**src/sbc_pkg.sv**
```systemverilog
// Package with register map, reset values and timing constants of the smart boost control.
package sbc_pkg;

   // ==========================================================================
   // Register offsets
   localparam logic [7:0] SBC_THRESHOLD_CTRL_ADDR = 8'h60;
   localparam logic [7:0] SBC_MODE_CTRL_ADDR      = 8'h61;
   localparam logic [7:0] SBC_MAX_VOLT_CTRL_ADDR  = 8'h62;
   localparam logic [7:0] SBC_BATTERY_READ_ADDR   = 8'h6D;
   localparam logic [7:0] SBC_DIE_TEMP_READ_ADDR  = 8'h6E;
   localparam logic [7:0] SBC_APPLIED_VOLT_ADDR   = 8'h10;

   // ==========================================================================
   // Field positions
   localparam int SBC_ATH_LSB   = 0;
   localparam int SBC_RTH_LSB   = 8;
   localparam int SBC_TDEG_LSB  = 0;
   localparam int SBC_MODE_LSB  = 4;
   localparam int SBC_VOUT_LSB  = 0;
   localparam int SBC_READ_LSB  = 0;

   // ==========================================================================
   // Reset values
   localparam logic [5:0] SBC_ATH_RST      = 6'h02;
   localparam logic [5:0] SBC_RTH_RST      = 6'h04;
   localparam logic [2:0] SBC_MODE_RST     = 3'h2;
   localparam logic [2:0] SBC_TDEG_RST     = 3'h6;
   localparam logic [3:0] SBC_VOUT_RST     = 4'h8;
   localparam logic [9:0] SBC_BATTERY_RST  = 10'h263;
   localparam logic [9:0] SBC_DIE_TEMP_RST = 10'h019;
   localparam logic [3:0] SBC_APPLIED_RST  = 4'h0;

   // ==========================================================================
   // Converter modes
   typedef enum logic [2:0] {
      SBC_MODE_TRANSPARENT = 3'h0,
      SBC_MODE_FORCED      = 3'h1,
      SBC_MODE_SMART_1     = 3'h5,
      SBC_MODE_SMART_2     = 3'h6
   } sbc_mode_e;

   // ==========================================================================
   // Deglitch times in microseconds and their cycle counts at the system clock
   localparam int SBC_CLK_MHZ     = 40;
   localparam int SBC_DEG_W       = 27;
   localparam int SBC_DEG0_US     = 1330;
   localparam int SBC_DEG1_US     = 2660;
   localparam int SBC_DEG2_US     = 5320;
   localparam int SBC_DEG3_US     = 21300;
   localparam int SBC_DEG4_US     = 85200;
   localparam int SBC_DEG5_US     = 340790;
   localparam int SBC_DEG6_US     = 1363000;
   localparam int SBC_DEG7_US     = 2730000;
   localparam int SBC_DEG0_CYCLES = SBC_DEG0_US * SBC_CLK_MHZ;
   localparam int SBC_DEG1_CYCLES = SBC_DEG1_US * SBC_CLK_MHZ;
   localparam int SBC_DEG2_CYCLES = SBC_DEG2_US * SBC_CLK_MHZ;
   localparam int SBC_DEG3_CYCLES = SBC_DEG3_US * SBC_CLK_MHZ;
   localparam int SBC_DEG4_CYCLES = SBC_DEG4_US * SBC_CLK_MHZ;
   localparam int SBC_DEG5_CYCLES = SBC_DEG5_US * SBC_CLK_MHZ;
   localparam int SBC_DEG6_CYCLES = SBC_DEG6_US * SBC_CLK_MHZ;
   localparam int SBC_DEG7_CYCLES = SBC_DEG7_US * SBC_CLK_MHZ;

endpackage

```
**src/sbc_det_if.sv**
```systemverilog
// Interface between the register block and the amplitude detector.
`timescale 1ns/10ps
`default_nettype none
interface sbc_det_if
#(
   parameter int AMP_W = 16
);
   import sbc_pkg::*;

   logic [AMP_W-1:0]     amplitude;
   logic [5:0]           attack_threshold;
   logic [5:0]           release_threshold;
   logic                 smart_en;
   logic [SBC_DEG_W-1:0] deg_cycles;
   logic                 raise;

   modport ctrl
   (
      output amplitude,
      output attack_threshold,
      output release_threshold,
      output smart_en,
      output deg_cycles,
      input  raise
   );

   modport det
   (
      input  amplitude,
      input  attack_threshold,
      input  release_threshold,
      input  smart_en,
      input  deg_cycles,
      output raise
   );
endinterface
`default_nettype wire

```
**src/sbc_smart_boost_control.sv**
```systemverilog
// Top of the smart boost control: register file, mode decode and rail request.
//
// Summary of operation
// (RULE_01) In a smart mode the rail is raised once amplitude exceeds attack code times full scale over 64.
// (RULE_02) In a smart mode the rail is not raised while amplitude stays below release code times full scale over 64.
// (RULE_03) The 3-bit mode field picks transparent 0, forced 1, smart 5 or smart 6, other codes being reserved.
// (RULE_04) Small-signal detection is deglitched by 1.33 ms up to 2.73 s as chosen by a 3-bit field.
// (RULE_05) A 4-bit field sets the maximum rail voltage from 6.5 V at code 0 in 0.25 V steps to 10.25 V.
// (RULE_06) The battery voltage is readable as a 10-bit value scaled to 6.025 V over 1023.
// (RULE_07) Die temperature is readable as a 10-bit two's complement value in one-degree steps.
// (RULE_08) After reset attack is 0x2, release 0x4, mode 0x2, deglitch 0x6 and maximum voltage 0x8.
// (RULE_09) A 4-bit read-only field shows the voltage code actually applied to the rail.
// (RULE_10) Transparent mode never raises the rail and forced mode targets the maximum voltage always.
`timescale 1ns/10ps
`default_nettype none
module sbc_smart_boost_control
#(
   parameter int AMP_W       = 16,
   parameter int DEG0_CYCLES = sbc_pkg::SBC_DEG0_CYCLES,
   parameter int DEG1_CYCLES = sbc_pkg::SBC_DEG1_CYCLES,
   parameter int DEG2_CYCLES = sbc_pkg::SBC_DEG2_CYCLES,
   parameter int DEG3_CYCLES = sbc_pkg::SBC_DEG3_CYCLES,
   parameter int DEG4_CYCLES = sbc_pkg::SBC_DEG4_CYCLES,
   parameter int DEG5_CYCLES = sbc_pkg::SBC_DEG5_CYCLES,
   parameter int DEG6_CYCLES = sbc_pkg::SBC_DEG6_CYCLES,
   parameter int DEG7_CYCLES = sbc_pkg::SBC_DEG7_CYCLES
)
(
   input  wire logic             clk_sys_i,
   input  wire logic             resetn_i,
   input  wire logic [7:0]       reg_addr_i,
   input  wire logic             reg_wr_i,
   input  wire logic             reg_rd_i,
   input  wire logic [15:0]      reg_wdata_i,
   output var  logic [15:0]      reg_rdata_o,
   output var  logic             reg_rvalid_o,
   input  wire logic [AMP_W-1:0] amplitude_i,
   input  wire logic [9:0]       battery_level_sample_i,
   input  wire logic [9:0]       die_heat_sample_i,
   output var  logic             converter_output_rail_raise_o,
   output var  logic [3:0]       applied_voltage_code_o,
   output var  logic [2:0]       converter_mode_select_o
);
   import sbc_pkg::*;

   // =========================================================================
   // State
   typedef struct packed {
      logic [5:0]  attack_threshold;
      logic [5:0]  release_threshold;
      logic [2:0]  converter_mode_select;
      logic [2:0]  small_signal_deglitch_sel;
      logic [3:0]  max_output_voltage_code;
      logic [9:0]  battery_level_reading;
      logic [9:0]  die_heat_reading;
      logic [3:0]  applied_voltage_code;
      logic        rail_raise;
      logic [15:0] rdata;
      logic        rvalid;
   } sbc_ctrl_s;

   localparam sbc_ctrl_s SBC_CTRL_RST = '{
      attack_threshold:          SBC_ATH_RST,
      release_threshold:         SBC_RTH_RST,
      converter_mode_select:     SBC_MODE_RST,
      small_signal_deglitch_sel: SBC_TDEG_RST,
      max_output_voltage_code:   SBC_VOUT_RST,
      battery_level_reading:     SBC_BATTERY_RST,
      die_heat_reading:          SBC_DIE_TEMP_RST,
      applied_voltage_code:      SBC_APPLIED_RST,
      rail_raise:                1'b0,
      rdata:                     16'h0000,
      rvalid:                    1'b0
   };

   sbc_ctrl_s ctrl_q;
   sbc_ctrl_s ctrl_d;

   sbc_det_if #(.AMP_W(AMP_W)) det_bus ();

   // =========================================================================
   // Helpers
   function automatic logic is_smart(input logic [2:0] mode);
      return (mode == SBC_MODE_SMART_1) || (mode == SBC_MODE_SMART_2); // RULE_03
   endfunction

   function automatic logic [SBC_DEG_W-1:0] deg_count(input logic [2:0] sel);
      logic [SBC_DEG_W-1:0] c;
      case (sel)
         3'h0:    c = SBC_DEG_W'(DEG0_CYCLES);
         3'h1:    c = SBC_DEG_W'(DEG1_CYCLES);
         3'h2:    c = SBC_DEG_W'(DEG2_CYCLES);
         3'h3:    c = SBC_DEG_W'(DEG3_CYCLES);
         3'h4:    c = SBC_DEG_W'(DEG4_CYCLES);
         3'h5:    c = SBC_DEG_W'(DEG5_CYCLES);
         3'h6:    c = SBC_DEG_W'(DEG6_CYCLES);
         default: c = SBC_DEG_W'(DEG7_CYCLES);
      endcase
      return c; // RULE_04
   endfunction

   // =========================================================================
   // Detector hookup
   assign det_bus.amplitude         = amplitude_i;
   assign det_bus.attack_threshold  = ctrl_q.attack_threshold;
   assign det_bus.release_threshold = ctrl_q.release_threshold;
   assign det_bus.smart_en          = is_smart(ctrl_q.converter_mode_select);
   assign det_bus.deg_cycles        = deg_count(ctrl_q.small_signal_deglitch_sel);

   sbc_detector #(.AMP_W(AMP_W)) u_detector
   (
      .clk_sys_i (clk_sys_i),
      .resetn_i  (resetn_i),
      .det       (det_bus.det)
   );

   // =========================================================================
   // Next state
   always_comb
   begin
      ctrl_d = ctrl_q;

      // Readings are refreshed every cycle; the sources are already synchronous.
      ctrl_d.battery_level_reading = battery_level_sample_i; // RULE_06
      ctrl_d.die_heat_reading      = die_heat_sample_i; // RULE_07

      case (ctrl_q.converter_mode_select)
         SBC_MODE_FORCED:
         begin
            ctrl_d.rail_raise = 1'b1; // RULE_10
         end
         SBC_MODE_SMART_1,
         SBC_MODE_SMART_2:
         begin
            ctrl_d.rail_raise = det_bus.raise; // RULE_01 RULE_02
         end
         default:
         begin
            // Transparent and reserved codes both pass the supply through, the safe choice.
            ctrl_d.rail_raise = 1'b0; // RULE_10 RULE_03
         end
      endcase
      ctrl_d.applied_voltage_code = ctrl_d.rail_raise ? ctrl_q.max_output_voltage_code
                                                      : SBC_APPLIED_RST; // RULE_09 RULE_05

      if (reg_wr_i)
      begin
         case (reg_addr_i)
            SBC_THRESHOLD_CTRL_ADDR:
            begin
               ctrl_d.attack_threshold  = reg_wdata_i[SBC_ATH_LSB +: 6]; // RULE_01
               ctrl_d.release_threshold = reg_wdata_i[SBC_RTH_LSB +: 6]; // RULE_02
            end
            SBC_MODE_CTRL_ADDR:
            begin
               ctrl_d.converter_mode_select     = reg_wdata_i[SBC_MODE_LSB +: 3]; // RULE_03
               ctrl_d.small_signal_deglitch_sel = reg_wdata_i[SBC_TDEG_LSB +: 3]; // RULE_04
            end
            SBC_MAX_VOLT_CTRL_ADDR:
            begin
               ctrl_d.max_output_voltage_code = reg_wdata_i[SBC_VOUT_LSB +: 4]; // RULE_05
            end
            default:
            begin
               ctrl_d.rvalid = ctrl_q.rvalid;
            end
         endcase
      end

      ctrl_d.rvalid = reg_rd_i;
      ctrl_d.rdata  = 16'h0000;
      if (reg_rd_i)
      begin
         case (reg_addr_i)
            SBC_THRESHOLD_CTRL_ADDR:
            begin
               ctrl_d.rdata[SBC_ATH_LSB +: 6] = ctrl_q.attack_threshold;
               ctrl_d.rdata[SBC_RTH_LSB +: 6] = ctrl_q.release_threshold;
            end
            SBC_MODE_CTRL_ADDR:
            begin
               ctrl_d.rdata[SBC_MODE_LSB +: 3] = ctrl_q.converter_mode_select;
               ctrl_d.rdata[SBC_TDEG_LSB +: 3] = ctrl_q.small_signal_deglitch_sel;
            end
            SBC_MAX_VOLT_CTRL_ADDR:
            begin
               ctrl_d.rdata[SBC_VOUT_LSB +: 4] = ctrl_q.max_output_voltage_code;
            end
            SBC_BATTERY_READ_ADDR:
            begin
               ctrl_d.rdata[SBC_READ_LSB +: 10] = ctrl_q.battery_level_reading; // RULE_06
            end
            SBC_DIE_TEMP_READ_ADDR:
            begin
               ctrl_d.rdata[SBC_READ_LSB +: 10] = ctrl_q.die_heat_reading; // RULE_07
            end
            SBC_APPLIED_VOLT_ADDR:
            begin
               ctrl_d.rdata[SBC_READ_LSB +: 4] = ctrl_q.applied_voltage_code; // RULE_09
            end
            default:
            begin
               ctrl_d.rdata = 16'h0000;
            end
         endcase
      end
   end

   // =========================================================================
   // Registers
   always_ff @(posedge clk_sys_i or negedge resetn_i)
   begin
      if (!resetn_i)
      begin
         ctrl_q <= SBC_CTRL_RST; // RULE_08
      end
      else
      begin
         ctrl_q <= ctrl_d;
      end
   end

   // =========================================================================
   // Outputs
   assign reg_rdata_o                   = ctrl_q.rdata;
   assign reg_rvalid_o                  = ctrl_q.rvalid;
   assign converter_output_rail_raise_o = ctrl_q.rail_raise;
   assign applied_voltage_code_o        = ctrl_q.applied_voltage_code;
   assign converter_mode_select_o       = ctrl_q.converter_mode_select;

endmodule
`default_nettype wire

```
**src/sbc_detector.sv**
```systemverilog
// Amplitude detector with attack, release and small-signal deglitch.
`timescale 1ns/10ps
`default_nettype none
module sbc_detector
#(
   parameter int AMP_W = 16
)
(
   input  wire logic clk_sys_i,
   input  wire logic resetn_i,
   sbc_det_if.det    det
);
   import sbc_pkg::*;

   // =========================================================================
   // State
   typedef enum logic [1:0] {
      SBC_DET_IDLE  = 2'b00,
      SBC_DET_BOOST = 2'b01,
      SBC_DET_HOLD  = 2'b11
   } sbc_det_e;

   typedef struct packed {
      sbc_det_e             state;
      logic [SBC_DEG_W-1:0] cnt;
   } sbc_det_s;

   sbc_det_s det_q;
   sbc_det_s det_d;

   // Thresholds are code times one sixty-fourth of full scale.
   function automatic logic [AMP_W-1:0] scale_thr(input logic [5:0] code);
      return {code, {(AMP_W-6){1'b0}}};
   endfunction

   logic above_attack;
   logic below_release;

   assign above_attack  = det.amplitude > scale_thr(det.attack_threshold); // RULE_01
   assign below_release = det.amplitude < scale_thr(det.release_threshold); // RULE_02

   // =========================================================================
   // Next state
   always_comb
   begin
      det_d = det_q;
      case (det_q.state)
         SBC_DET_IDLE:
         begin
            det_d.cnt = '0;
            if (det.smart_en && above_attack)
            begin
               det_d.state = SBC_DET_BOOST; // RULE_01
            end
         end
         SBC_DET_BOOST:
         begin
            det_d.cnt = '0;
            if (!det.smart_en)
            begin
               det_d.state = SBC_DET_IDLE;
            end
            else if (below_release)
            begin
               det_d.state = SBC_DET_HOLD;
            end
         end
         SBC_DET_HOLD:
         begin
            // A short dip below release must not drop the rail; it must last the deglitch time.
            if (!det.smart_en)
            begin
               det_d.state = SBC_DET_IDLE;
            end
            else if (!below_release)
            begin
               det_d.state = SBC_DET_BOOST;
            end
            else if (det_q.cnt >= det.deg_cycles - SBC_DEG_W'(1))
            begin
               det_d.state = SBC_DET_IDLE; // RULE_04 RULE_02
            end
            else
            begin
               det_d.cnt = det_q.cnt + SBC_DEG_W'(1); // RULE_04
            end
         end
         default:
         begin
            det_d.state = SBC_DET_IDLE;
            det_d.cnt   = '0;
         end
      endcase
   end

   always_ff @(posedge clk_sys_i or negedge resetn_i)
   begin
      if (!resetn_i)
      begin
         det_q <= '{state: SBC_DET_IDLE, cnt: '0};
      end
      else
      begin
         det_q <= det_d;
      end
   end

   assign det.raise = (det_q.state != SBC_DET_IDLE);

endmodule
`default_nettype wire

```
**config.mk**
```make
export PLATFORM = sky130hd
export DESIGN_NAME = sbc_smart_boost_control
export DESIGN_NICKNAME = d
export VERILOG_FILES = /design/src/sbc_pkg.sv /design/src/sbc_det_if.sv /design/src/sbc_smart_boost_control.sv /design/src/sbc_detector.sv
export SDC_FILE = /design/constraint.sdc
export NUM_CORES = 1
export LEC_CHECK = 0
export CAP_MARGIN = 30
export CORE_MARGIN = 3
export CORE_UTILIZATION = 64
export CTS_CLUSTER_SIZE = 8
export DETAILED_ROUTE_END_ITERATION = 8
export DONT_BUFFER_PORTS = 1
export GPL_TIMING_DRIVEN = 0
export HOLD_SLACK_MARGIN = 0.02
export PLACE_DENSITY = 0.84
export SYNTH_ARGS = -nofsm -noshare
export SYNTH_HDL_FRONTEND = slang
export SYNTH_SLANG_ARGS = --single-unit
```
**constraint.sdc**
```tcl
create_clock -name clk_sys_i -period 4.8 [get_ports clk_sys_i]
set_input_delay 0.48 -clock clk_sys_i [delete_from_list [all_inputs] [get_ports clk_sys_i]]
set_output_delay 0.48 -clock clk_sys_i [all_outputs]
set_load 0.02 [all_outputs]
```
==> metrics.txt, run 1 <==
# TYPE chip_impl_metric gauge
chip_impl_metric{name="timing.critical_path.required",unit="ps"} 5090
chip_impl_info{name="buffer_type_at_the_clock_tree_root",value="sky130_fd_sc_hd__clkbuf_8"} 1
chip_impl_metric{name="start_util",unit=""} 0.6804
chip_impl_metric{name="die_area",unit="mm2"} 0.009021
chip_impl_metric{name="critPathArrivalTime",unit="ps"} 4470
chip_impl_metric{name="flow.area_growth_from_synthesis",unit="%"} 7.432
chip_impl_metric{name="worst_slew_margin_rel",unit=""} 0.4613
chip_impl_metric{name="power.internal",unit="uW"} 1084
chip_impl_metric{name="number_of_vias_per_cell_after_detailed_routing",unit=""} 6.641
chip_impl_info{name="largest_family_of_logic_cells_by_synthesized_area",value="simple AND/OR/NAND/NOR gates"} 1
chip_impl_metric{name="max_clock_freq",unit="GHz"} 0.2394
chip_impl_metric{name="power.static_leakage",unit="uW"} 0.002344
chip_impl_metric{name="met2_wirelength",unit="mm"} 5.892
chip_impl_metric{name="switching_share",unit=""} 0.2595
chip_impl_metric{name="yosys.area_share.xor_xnor",unit=""} 0.003457
chip_impl_metric{name="drtPass1Iterations",unit=""} 5
chip_impl_metric{name="finish.net_count",unit=""} 612
chip_impl_metric{name="post_synth_fa_ha_maj_area_fraction",unit=""} 0.08889
chip_impl_metric{name="route.detailed.drc",unit=""} 0
chip_impl_metric{name="place_hpwl",unit="mm"} 8.948
chip_impl_metric{name="cts_made_buffers",unit=""} 9
chip_impl_info{name="yosys-top-cells-count",value="77 x sky130_fd_sc_hd__dfrtp_1, 45 x sky130_fd_sc_hd__a21oi_1, 38 x sky130_fd_sc_hd__nand2_1, 36 x sky130_fd_sc_hd__ha_1"} 1
chip_impl_metric{name="post_cts_buffers",unit=""} 0
chip_impl_info{name="dominantRegCellSynth",value="sky130_fd_sc_hd__dfrtp_1"} 1
chip_impl_metric{name="antenna_cells",unit=""} 0
chip_impl_metric{name="power.net_switching",unit="uW"} 379.9
chip_impl_metric{name="rows",unit=""} 31
chip_impl_info{name="min_path_type",value="in2reg"} 1
chip_impl_metric{name="seq_area_frac_synth",unit=""} 0.4528
chip_impl_metric{name="setup_tns_final",unit="ps"} 0
chip_impl_info{name="critical_path.startpoint_type",value="register"} 1
chip_impl_info{name="netlist.top_cell.by_area",value="sky130_fd_sc_hd__dfrtp_1"} 1
chip_impl_metric{name="power_per_cell_area",unit="mW/mm2"} 268.9
chip_impl_metric{name="track_usage",unit=""} 0.2860
chip_impl_metric{name="grt_first_pass_wirelength",unit="mm"} 19.71
chip_impl_metric{name="tightestPinTransition",unit="ps"} 805.1
chip_impl_metric{name="clk_latency",unit="ps"} 380
chip_impl_metric{name="wl_met1",unit="mm"} 5.161
chip_impl_metric{name="dpl.cell_count",unit=""} 598
chip_impl_metric{name="worstRegToRegCells",unit=""} 15
chip_impl_info{name="route.top_layer_used",value="met4"} 1
chip_impl_info{name="grt_setup_unrepaired",value="false"} 1
chip_impl_metric{name="routed-wl-met3",unit="um"} 953
chip_impl_metric{name="post_synth_inst_count",unit=""} 498
chip_impl_metric{name="largest_net_degree_at_the_start_of_global_routing",unit=""} 92
chip_impl_metric{name="io-pin-count",unit=""} 89
chip_impl_metric{name="drt_first_iter_violations",unit=""} 319
chip_impl_metric{name="routabilityCongestion",unit=""} 0.8256
chip_impl_metric{name="first_global_vias",unit=""} 4022
chip_impl_metric{name="yosysTopAreaCellShare",unit=""} 0.3802
chip_impl_metric{name="power.combinational.fraction",unit=""} 0.068
chip_impl_metric{name="die-width",unit="um"} 94.98
chip_impl_metric{name="final-max-slew-violation-count",unit=""} 0
chip_impl_metric{name="final.setup_skew",unit="ps"} 7.541
chip_impl_metric{name="finalSetupViolations",unit=""} 0
chip_impl_metric{name="mean_instance_size_in_the_synthesized_netlist",unit="um2"} 10.18
chip_impl_metric{name="route.final.wire_length",unit="mm"} 12.24
chip_impl_metric{name="drv_cap",unit=""} 0
chip_impl_metric{name="via_count",unit=""} 4091
chip_impl_metric{name="synth_async_sr_flop_share",unit=""} 1.000
chip_impl_metric{name="wl_per_cell",unit="um"} 19.87
chip_impl_metric{name="ir_worst_vdd",unit="mV"} 0.2125
chip_impl_metric{name="synth.mux.area_fraction",unit=""} 0.04889
chip_impl_info{name="setup.worst_path.end_class",value="register"} 1
chip_impl_metric{name="grt_residual_overflow",unit=""} 0
chip_impl_metric{name="core_area",unit="mm2"} 0.007447
chip_impl_metric{name="min_period",unit="ps"} 4177
chip_impl_metric{name="finalHoldViolations",unit=""} 0
chip_impl_metric{name="yosys_warnings",unit=""} 0
chip_impl_metric{name="postSynthRegisterBits",unit=""} 91
chip_impl_metric{name="die_h",unit="um"} 94.98
chip_impl_metric{name="timing.final.crit_share",unit=""} 0.8701
chip_impl_metric{name="clkSlewWorstSetupHoldPaths",unit="ps"} 100
chip_impl_metric{name="cts_buffer_depth",unit=""} 2
chip_impl_metric{name="fin_cells",unit=""} 616
chip_impl_info{name="synthMostInstantiatedCell",value="sky130_fd_sc_hd__dfrtp_1"} 1
chip_impl_info{name="status",value="finished, final reports clean"} 1
chip_impl_metric{name="synth_cell_type_count",unit=""} 50
chip_impl_metric{name="area_fraction_in_and_or_nand_and_nor_cells_after_synthesis",unit=""} 0.1760
chip_impl_metric{name="final_antenna_net_count",unit=""} 0
chip_impl_metric{name="clkPwrFrac",unit=""} 0.385
chip_impl_info{name="cts_tree",value="yes"} 1
chip_impl_metric{name="clock-sinks",unit=""} 91
chip_impl_metric{name="cts_h_tree_depth",unit=""} 3
chip_impl_info{name="synth.area.top_cells",value="sky130_fd_sc_hd__dfrtp_1 38%, sky130_fd_sc_hd__ha_1 8.9%, sky130_fd_sc_hd__dfstp_2 7.3%, sky130_fd_sc_hd__mux2_2 4.9%, sky130_fd_sc_hd__a21oi_1 4.4%"} 1
chip_impl_metric{name="layout-drive-gt1-share",unit=""} 0.1663
chip_impl_metric{name="synth-compound-area-share",unit=""} 0.1627
chip_impl_metric{name="pwr-share-seq",unit=""} 0.547
chip_impl_info{name="critPathKind",value="reg2reg"} 1
chip_impl_metric{name="number_of_enable_type_register_cells_in_the_synthesized_netlist",unit=""} 0
chip_impl_metric{name="critical_path.max_fanout",unit=""} 10
chip_impl_metric{name="worst_hold_path_cell_count",unit=""} 0
chip_impl_metric{name="port_buffer_cells",unit=""} 0
chip_impl_metric{name="mappedNetlistArea",unit="mm2"} 0.005067
chip_impl_metric{name="antenna_violations_before_repair",unit=""} 0
==> per-layer routing <==
metal	vias up	global-route usage
li1	1880	-
met1	2009	0.3947
met2	182	0.4474
met3	20	0.07251
met4	0	0.08413
met5	-	0
==> power by group through the flow <==
stage	sequential (uW)	combinational, uW	clock, uW
CTS	801	99.9	569
finish	801	99.6	563
global placement	814	75.5	0
floorplan	812	63.3	0
global route	803	113	600
detailed placement	815	80.7	0
==> cell families after synthesis <==
group	Yosys count
and+or+nand+nor	158
buffers and inverters	62
other	1
DFF	91
xor gates and xnor gates	2
muxes	22
AOI/OAI and AO/OA	126
adders and majority gates	36
==> cell usage in the layout, fill, tap and decap left out, types with 18 or more instances in the layout <==
master and instances:
sky130_fd_sc_hd__dfrtp_1 77, sky130_fd_sc_hd__a21oi_1 45, sky130_fd_sc_hd__nand2_1 38, sky130_fd_sc_hd__ha_1 36
sky130_fd_sc_hd__or4_1 23, sky130_fd_sc_hd__buf_4 23, sky130_fd_sc_hd__o31ai_1 22, sky130_fd_sc_hd__mux2_2 22
sky130_fd_sc_hd__inv_1 18, sky130_fd_sc_hd__a22oi_1 18
==> layout make-up <==
type | instances | area [um2]
buffer | 44 | 269.0
clock buffer | 9 | 123.9
clock inverter | 7 | 87.58
fill | 535 | 2003
inverter | 18 | 67.56
multi-input combinational | 346 | 2440
sequential | 91 | 2295
tap | 99 | 123.9
timing repair buffer | 2 | 37.54
==> through the flow <==
stage                       util  worst slack [ps]  area (um2)  hold WS [ps]  total power (uW)
after floorplan                -              1435        5071         184.4             875.1
after global placement    0.6976             889.4        5195         187.8             890.0
after detailed placement  0.6976             760.7        5195         187.6             896.2
after CTS                 0.7310             708.6        5444         74.72              1470
after global routing      0.7310             187.5        5444         65.72              1516
final                     0.7310             623.4        5444         85.44              1464
==> critical path, cell delays in order, from the launching register on <==
cell and delay, ps:
sky130_fd_sc_hd__dfrtp_1 380, sky130_fd_sc_hd__clkbuf_1 380, sky130_fd_sc_hd__xor2_1 150, sky130_fd_sc_hd__or2_2 330
sky130_fd_sc_hd__ha_1 210, sky130_fd_sc_hd__o21ai_0 260, sky130_fd_sc_hd__o21bai_1 170, sky130_fd_sc_hd__ha_1 180
sky130_fd_sc_hd__nand4_1 130, sky130_fd_sc_hd__nor4_1 300, sky130_fd_sc_hd__a211o_1 200, sky130_fd_sc_hd__a22o_1 280
sky130_fd_sc_hd__clkbuf_1 340, sky130_fd_sc_hd__clkbuf_1 430, sky130_fd_sc_hd__o31ai_1 160, sky130_fd_sc_hd__a21oi_1 190
==> path summary, 6_finish.rpt <==
kind	start	end	slack, ps
worst max register to register	ctrl_q[46]	u_detector.det_q[25]	620
min in group asynchronous	resetn_i	u_detector.det_q[8]	670
worst max-delay path	ctrl_q[46]	u_detector.det_q[25]	620
max in group asynchronous	resetn_i	ctrl_q[22]	3730
worst min register to register	ctrl_q[38]	reg_rdata_o[6]	500
worst min-delay path	die_heat_sample_i[4]	ctrl_q[26]	90
==> sequential cells by signal, indices dropped and copies added, names as in the netlist <==
| signal | flops |
|---|---|
| applied_voltage_code_o | 4 |
| converter_mode_select_o | 3 |
| converter_output_rail_raise_o | 1 |
| ctrl_q | 27 |
| det_bus.attack_threshold | 6 |
| det_bus.release_threshold | 6 |
| reg_rdata_o | 14 |
| reg_rvalid_o | 1 |
| u_detector.det_q | 29 |
==> what timing repair did <==
item                                   in CTS  in global routing
resized for setup                           0                  0
hold buffers                                2                  0
endpoints found under the hold margin      91                  0
(Power assumes the default switching activity.)
==> run 2: changes to the inputs <==
--- a/config.mk
+++ b/config.mk
@@ -7,13 +7,13 @@
 export LEC_CHECK = 0
 export CAP_MARGIN = 30
 export CORE_MARGIN = 3
-export CORE_UTILIZATION = 64
+export CORE_UTILIZATION = 31
 export CTS_CLUSTER_SIZE = 8
 export DETAILED_ROUTE_END_ITERATION = 8
 export DONT_BUFFER_PORTS = 1
 export GPL_TIMING_DRIVEN = 0
 export HOLD_SLACK_MARGIN = 0.02
-export PLACE_DENSITY = 0.84
+export PLACE_DENSITY = 0.49
 export SYNTH_ARGS = -nofsm -noshare
 export SYNTH_HDL_FRONTEND = slang
 export SYNTH_SLANG_ARGS = --single-unit
==> run 2 against run 1 <==
- sequential share of layout area down 1.8 points
- maximum frequency down 2.3%
- clock power up 36%
- via count decreased by 2.8%
- global-route usage shrank 13 points
- critical endpoint is now u_detector.det_q[15]
- clock skew fell by 1.3 ps
- total power up 14%
- sequential cell count is the same
- critical path depth unchanged
- utilization shrank 37 points
- register-to-register slack lost 96 ps
==> metrics.txt, run 2 (synthesis results as in run 1) <==
# TYPE chip_impl_metric gauge
chip_impl_info{name="status",value="finished, final reports clean"} 1
chip_impl_metric{name="die_h",unit="um"} 133.9
chip_impl_metric{name="post-place-ws",unit="ps"} 618.1
chip_impl_metric{name="route.detailed.drc",unit=""} 0
chip_impl_metric{name="max_clock_freq",unit="GHz"} 0.2340
chip_impl_metric{name="antenna_violations_before_repair",unit=""} 0
chip_impl_info{name="cts_tree",value="yes"} 1
chip_impl_metric{name="grt_residual_overflow",unit=""} 0
chip_impl_metric{name="cts_buffer_depth",unit=""} 2
chip_impl_info{name="regMostFlops",value="u_detector.det_q"} 1
chip_impl_metric{name="core_area",unit="mm2"} 0.01594
chip_impl_metric{name="cts_made_buffers",unit=""} 9
chip_impl_metric{name="largest_register_ffs",unit=""} 29
chip_impl_metric{name="drtPass1Iterations",unit=""} 5
chip_impl_metric{name="flow.area_growth_from_synthesis",unit="%"} 12.27
chip_impl_metric{name="timing.final.crit_share",unit=""} 0.8902
chip_impl_metric{name="timing.critical_path.required",unit="ps"} 5060
chip_impl_metric{name="final_antenna_net_count",unit=""} 0
chip_impl_metric{name="via_count",unit=""} 3978
chip_impl_metric{name="layout.area.seq",unit="mm2"} 0.002295
chip_impl_metric{name="number_of_filler_cells_placed_in_the_layout",unit=""} 1611
chip_impl_metric{name="final.setup.worst_slack",unit="ps"} 527.1
chip_impl_metric{name="power_per_cell_area",unit="mW/mm2"} 292.9
chip_impl_metric{name="number_of_vias_per_cell_after_detailed_routing",unit=""} 5.434
chip_impl_metric{name="finalSetupViolations",unit=""} 0
chip_impl_metric{name="routabilityCongestion",unit=""} 0.8725
chip_impl_metric{name="finish.net_count",unit=""} 611
chip_impl_metric{name="wl_per_cell",unit="um"} 18.72
chip_impl_metric{name="layout-drive-gt1-share",unit=""} 0.1667
chip_impl_metric{name="worst_slew_margin_rel",unit=""} 0.4284
chip_impl_info{name="grt_setup_unrepaired",value="false"} 1
chip_impl_metric{name="multi_input_area",unit="mm2"} 0.002440
chip_impl_metric{name="die-width",unit="um"} 133.9
chip_impl_metric{name="power.static_leakage",unit="uW"} 0.002388
chip_impl_metric{name="place_hpwl",unit="mm"} 10.13
chip_impl_metric{name="post_dp_cell_area",unit="mm2"} 0.005341
chip_impl_metric{name="route.final.wire_length",unit="mm"} 13.70
chip_impl_metric{name="start_util",unit=""} 0.3178
chip_impl_metric{name="drt_first_iter_violations",unit=""} 271
chip_impl_metric{name="io-pin-count",unit=""} 89
chip_impl_info{name="setup.worst_path.end_class",value="register"} 1
chip_impl_metric{name="clk_latency",unit="ps"} 350
chip_impl_metric{name="hold_ws",unit="ps"} 35.23
chip_impl_metric{name="die_area",unit="mm2"} 0.01792
chip_impl_metric{name="first_global_vias",unit=""} 4081
chip_impl_metric{name="finalHoldViolations",unit=""} 0
chip_impl_metric{name="largest_net_degree_at_the_start_of_global_routing",unit=""} 92
chip_impl_info{name="critPathKind",value="reg2reg"} 1
chip_impl_metric{name="clock-sinks",unit=""} 91
chip_impl_metric{name="drv_cap",unit=""} 0
chip_impl_info{name="layout.cells.most_common_list",value="77 x sky130_fd_sc_hd__dfrtp_1, 45 x sky130_fd_sc_hd__a21oi_1, 38 x sky130_fd_sc_hd__nand2_1"} 1
chip_impl_metric{name="setup_tns_final",unit="ps"} 0
chip_impl_metric{name="rows",unit=""} 46
chip_impl_metric{name="design_power_total",unit="uW"} 1666
chip_impl_metric{name="final-max-slew-violation-count",unit=""} 0
chip_impl_metric{name="post-route-cell-area",unit="mm2"} 0.005689
chip_impl_info{name="critical_path.startpoint_type",value="register"} 1
chip_impl_info{name="buffer_type_at_the_clock_tree_root",value="sky130_fd_sc_hd__clkbuf_16"} 1
chip_impl_metric{name="antenna_cells",unit=""} 0
chip_impl_metric{name="cts_h_tree_depth",unit=""} 3
chip_impl_metric{name="tightestPinTransition",unit="ps"} 854.3
chip_impl_metric{name="track_usage",unit=""} 0.1574
chip_impl_metric{name="min_period",unit="ps"} 4273
chip_impl_metric{name="clkSlewWorstSetupHoldPaths",unit="ps"} 70
chip_impl_metric{name="ir_worst_vdd",unit="mV"} 0.2160
chip_impl_info{name="commonest_non_fill_non_tap_cell_in_the_layout",value="sky130_fd_sc_hd__dfrtp_1"} 1
chip_impl_info{name="min_path_type",value="in2async"} 1
chip_impl_metric{name="grt_first_pass_wirelength",unit="mm"} 22.32
chip_impl_metric{name="critical_path.max_fanout",unit=""} 10
chip_impl_metric{name="port_buffer_cells",unit=""} 0
chip_impl_metric{name="critPathArrivalTime",unit="ps"} 4530
chip_impl_metric{name="final.setup_skew",unit="ps"} 6.197
[run 2: report_power, final]
group	internal, uW	switching (uW)	leakage [uW]
clock	421	345	0.000157
combinational	38.7	60.8	0.00104
sequential	789	12.2	0.00119
[run 2: final timing paths]
| path | from | slack [ps] | cells past startpoint | endpoint |
|---|---|---|---|---|
| worst max-delay path | ctrl_q[46] | 530 | 15 | u_detector.det_q[15] |
| max in group asynchronous | resetn_i | 4360 | 1 | ctrl_q[38] |
| worst min-delay path | resetn_i | 40 | 1 | det_bus.release_threshold[4] |
| worst max register to register | ctrl_q[46] | 530 | 15 | u_detector.det_q[15] |
| worst min register to register | ctrl_q[29] | 500 | 2 | reg_rdata_o[7] |
| min in group clk_sys_i | die_heat_sample_i[4] | 120 | 0 | ctrl_q[26] |
[run 2: layout make-up]
| cell class | count | area share |
|---|---|---|
| Multi-Input combinational cell | 346 | 0.4289 |
| Sequential cell | 91 | 0.4033 |
| Tap cell | 216 | 0.04750 |
| Buffer | 44 | 0.04728 |
| Clock buffer | 9 | 0.03959 |
| Clock inverter | 7 | 0.01671 |
| Inverter | 18 | 0.01188 |
| Timing Repair Buffer | 1 | 0.004838 |
[run 2: timing repair]
item	in CTS	in global routing
buffers inserted	0	0
resized for setup	0	0
hold endpoints to repair	91	0
hold buffers	1	0
[run 2: critical path, stage by stage, from the launching register on]
cell and delay, ps:
sky130_fd_sc_hd__dfrtp_1 370, sky130_fd_sc_hd__clkbuf_1 360, sky130_fd_sc_hd__xor2_1 150, sky130_fd_sc_hd__or2_2 350, sky130_fd_sc_hd__ha_1 220, sky130_fd_sc_hd__o21ai_0 350
sky130_fd_sc_hd__o21bai_1 180, sky130_fd_sc_hd__ha_1 200, sky130_fd_sc_hd__nand4_1 170, sky130_fd_sc_hd__nor4_1 310, sky130_fd_sc_hd__a211o_1 190, sky130_fd_sc_hd__a22o_1 270
sky130_fd_sc_hd__clkbuf_1 340, sky130_fd_sc_hd__clkbuf_1 430, sky130_fd_sc_hd__o31ai_1 150, sky130_fd_sc_hd__a21oi_1 160
[run 2: metal layers]
layer | track usage | share of wire
met1 | 0.2218 | 0.47
met2 | 0.2493 | 0.48
met3 | 0.03188 | 0.041
met4 | 0.03943 | 0.0092
met5 | 0 | 0
[run 2: per-stage QoR]
stage | instances | utilization
after floorplan | 499 | -
after global placement | 715 | 0.3350
after detailed placement | 715 | 0.3350
after CTS | 732 | 0.3569
after global routing | 732 | 0.3569
final | 732 | 0.3569
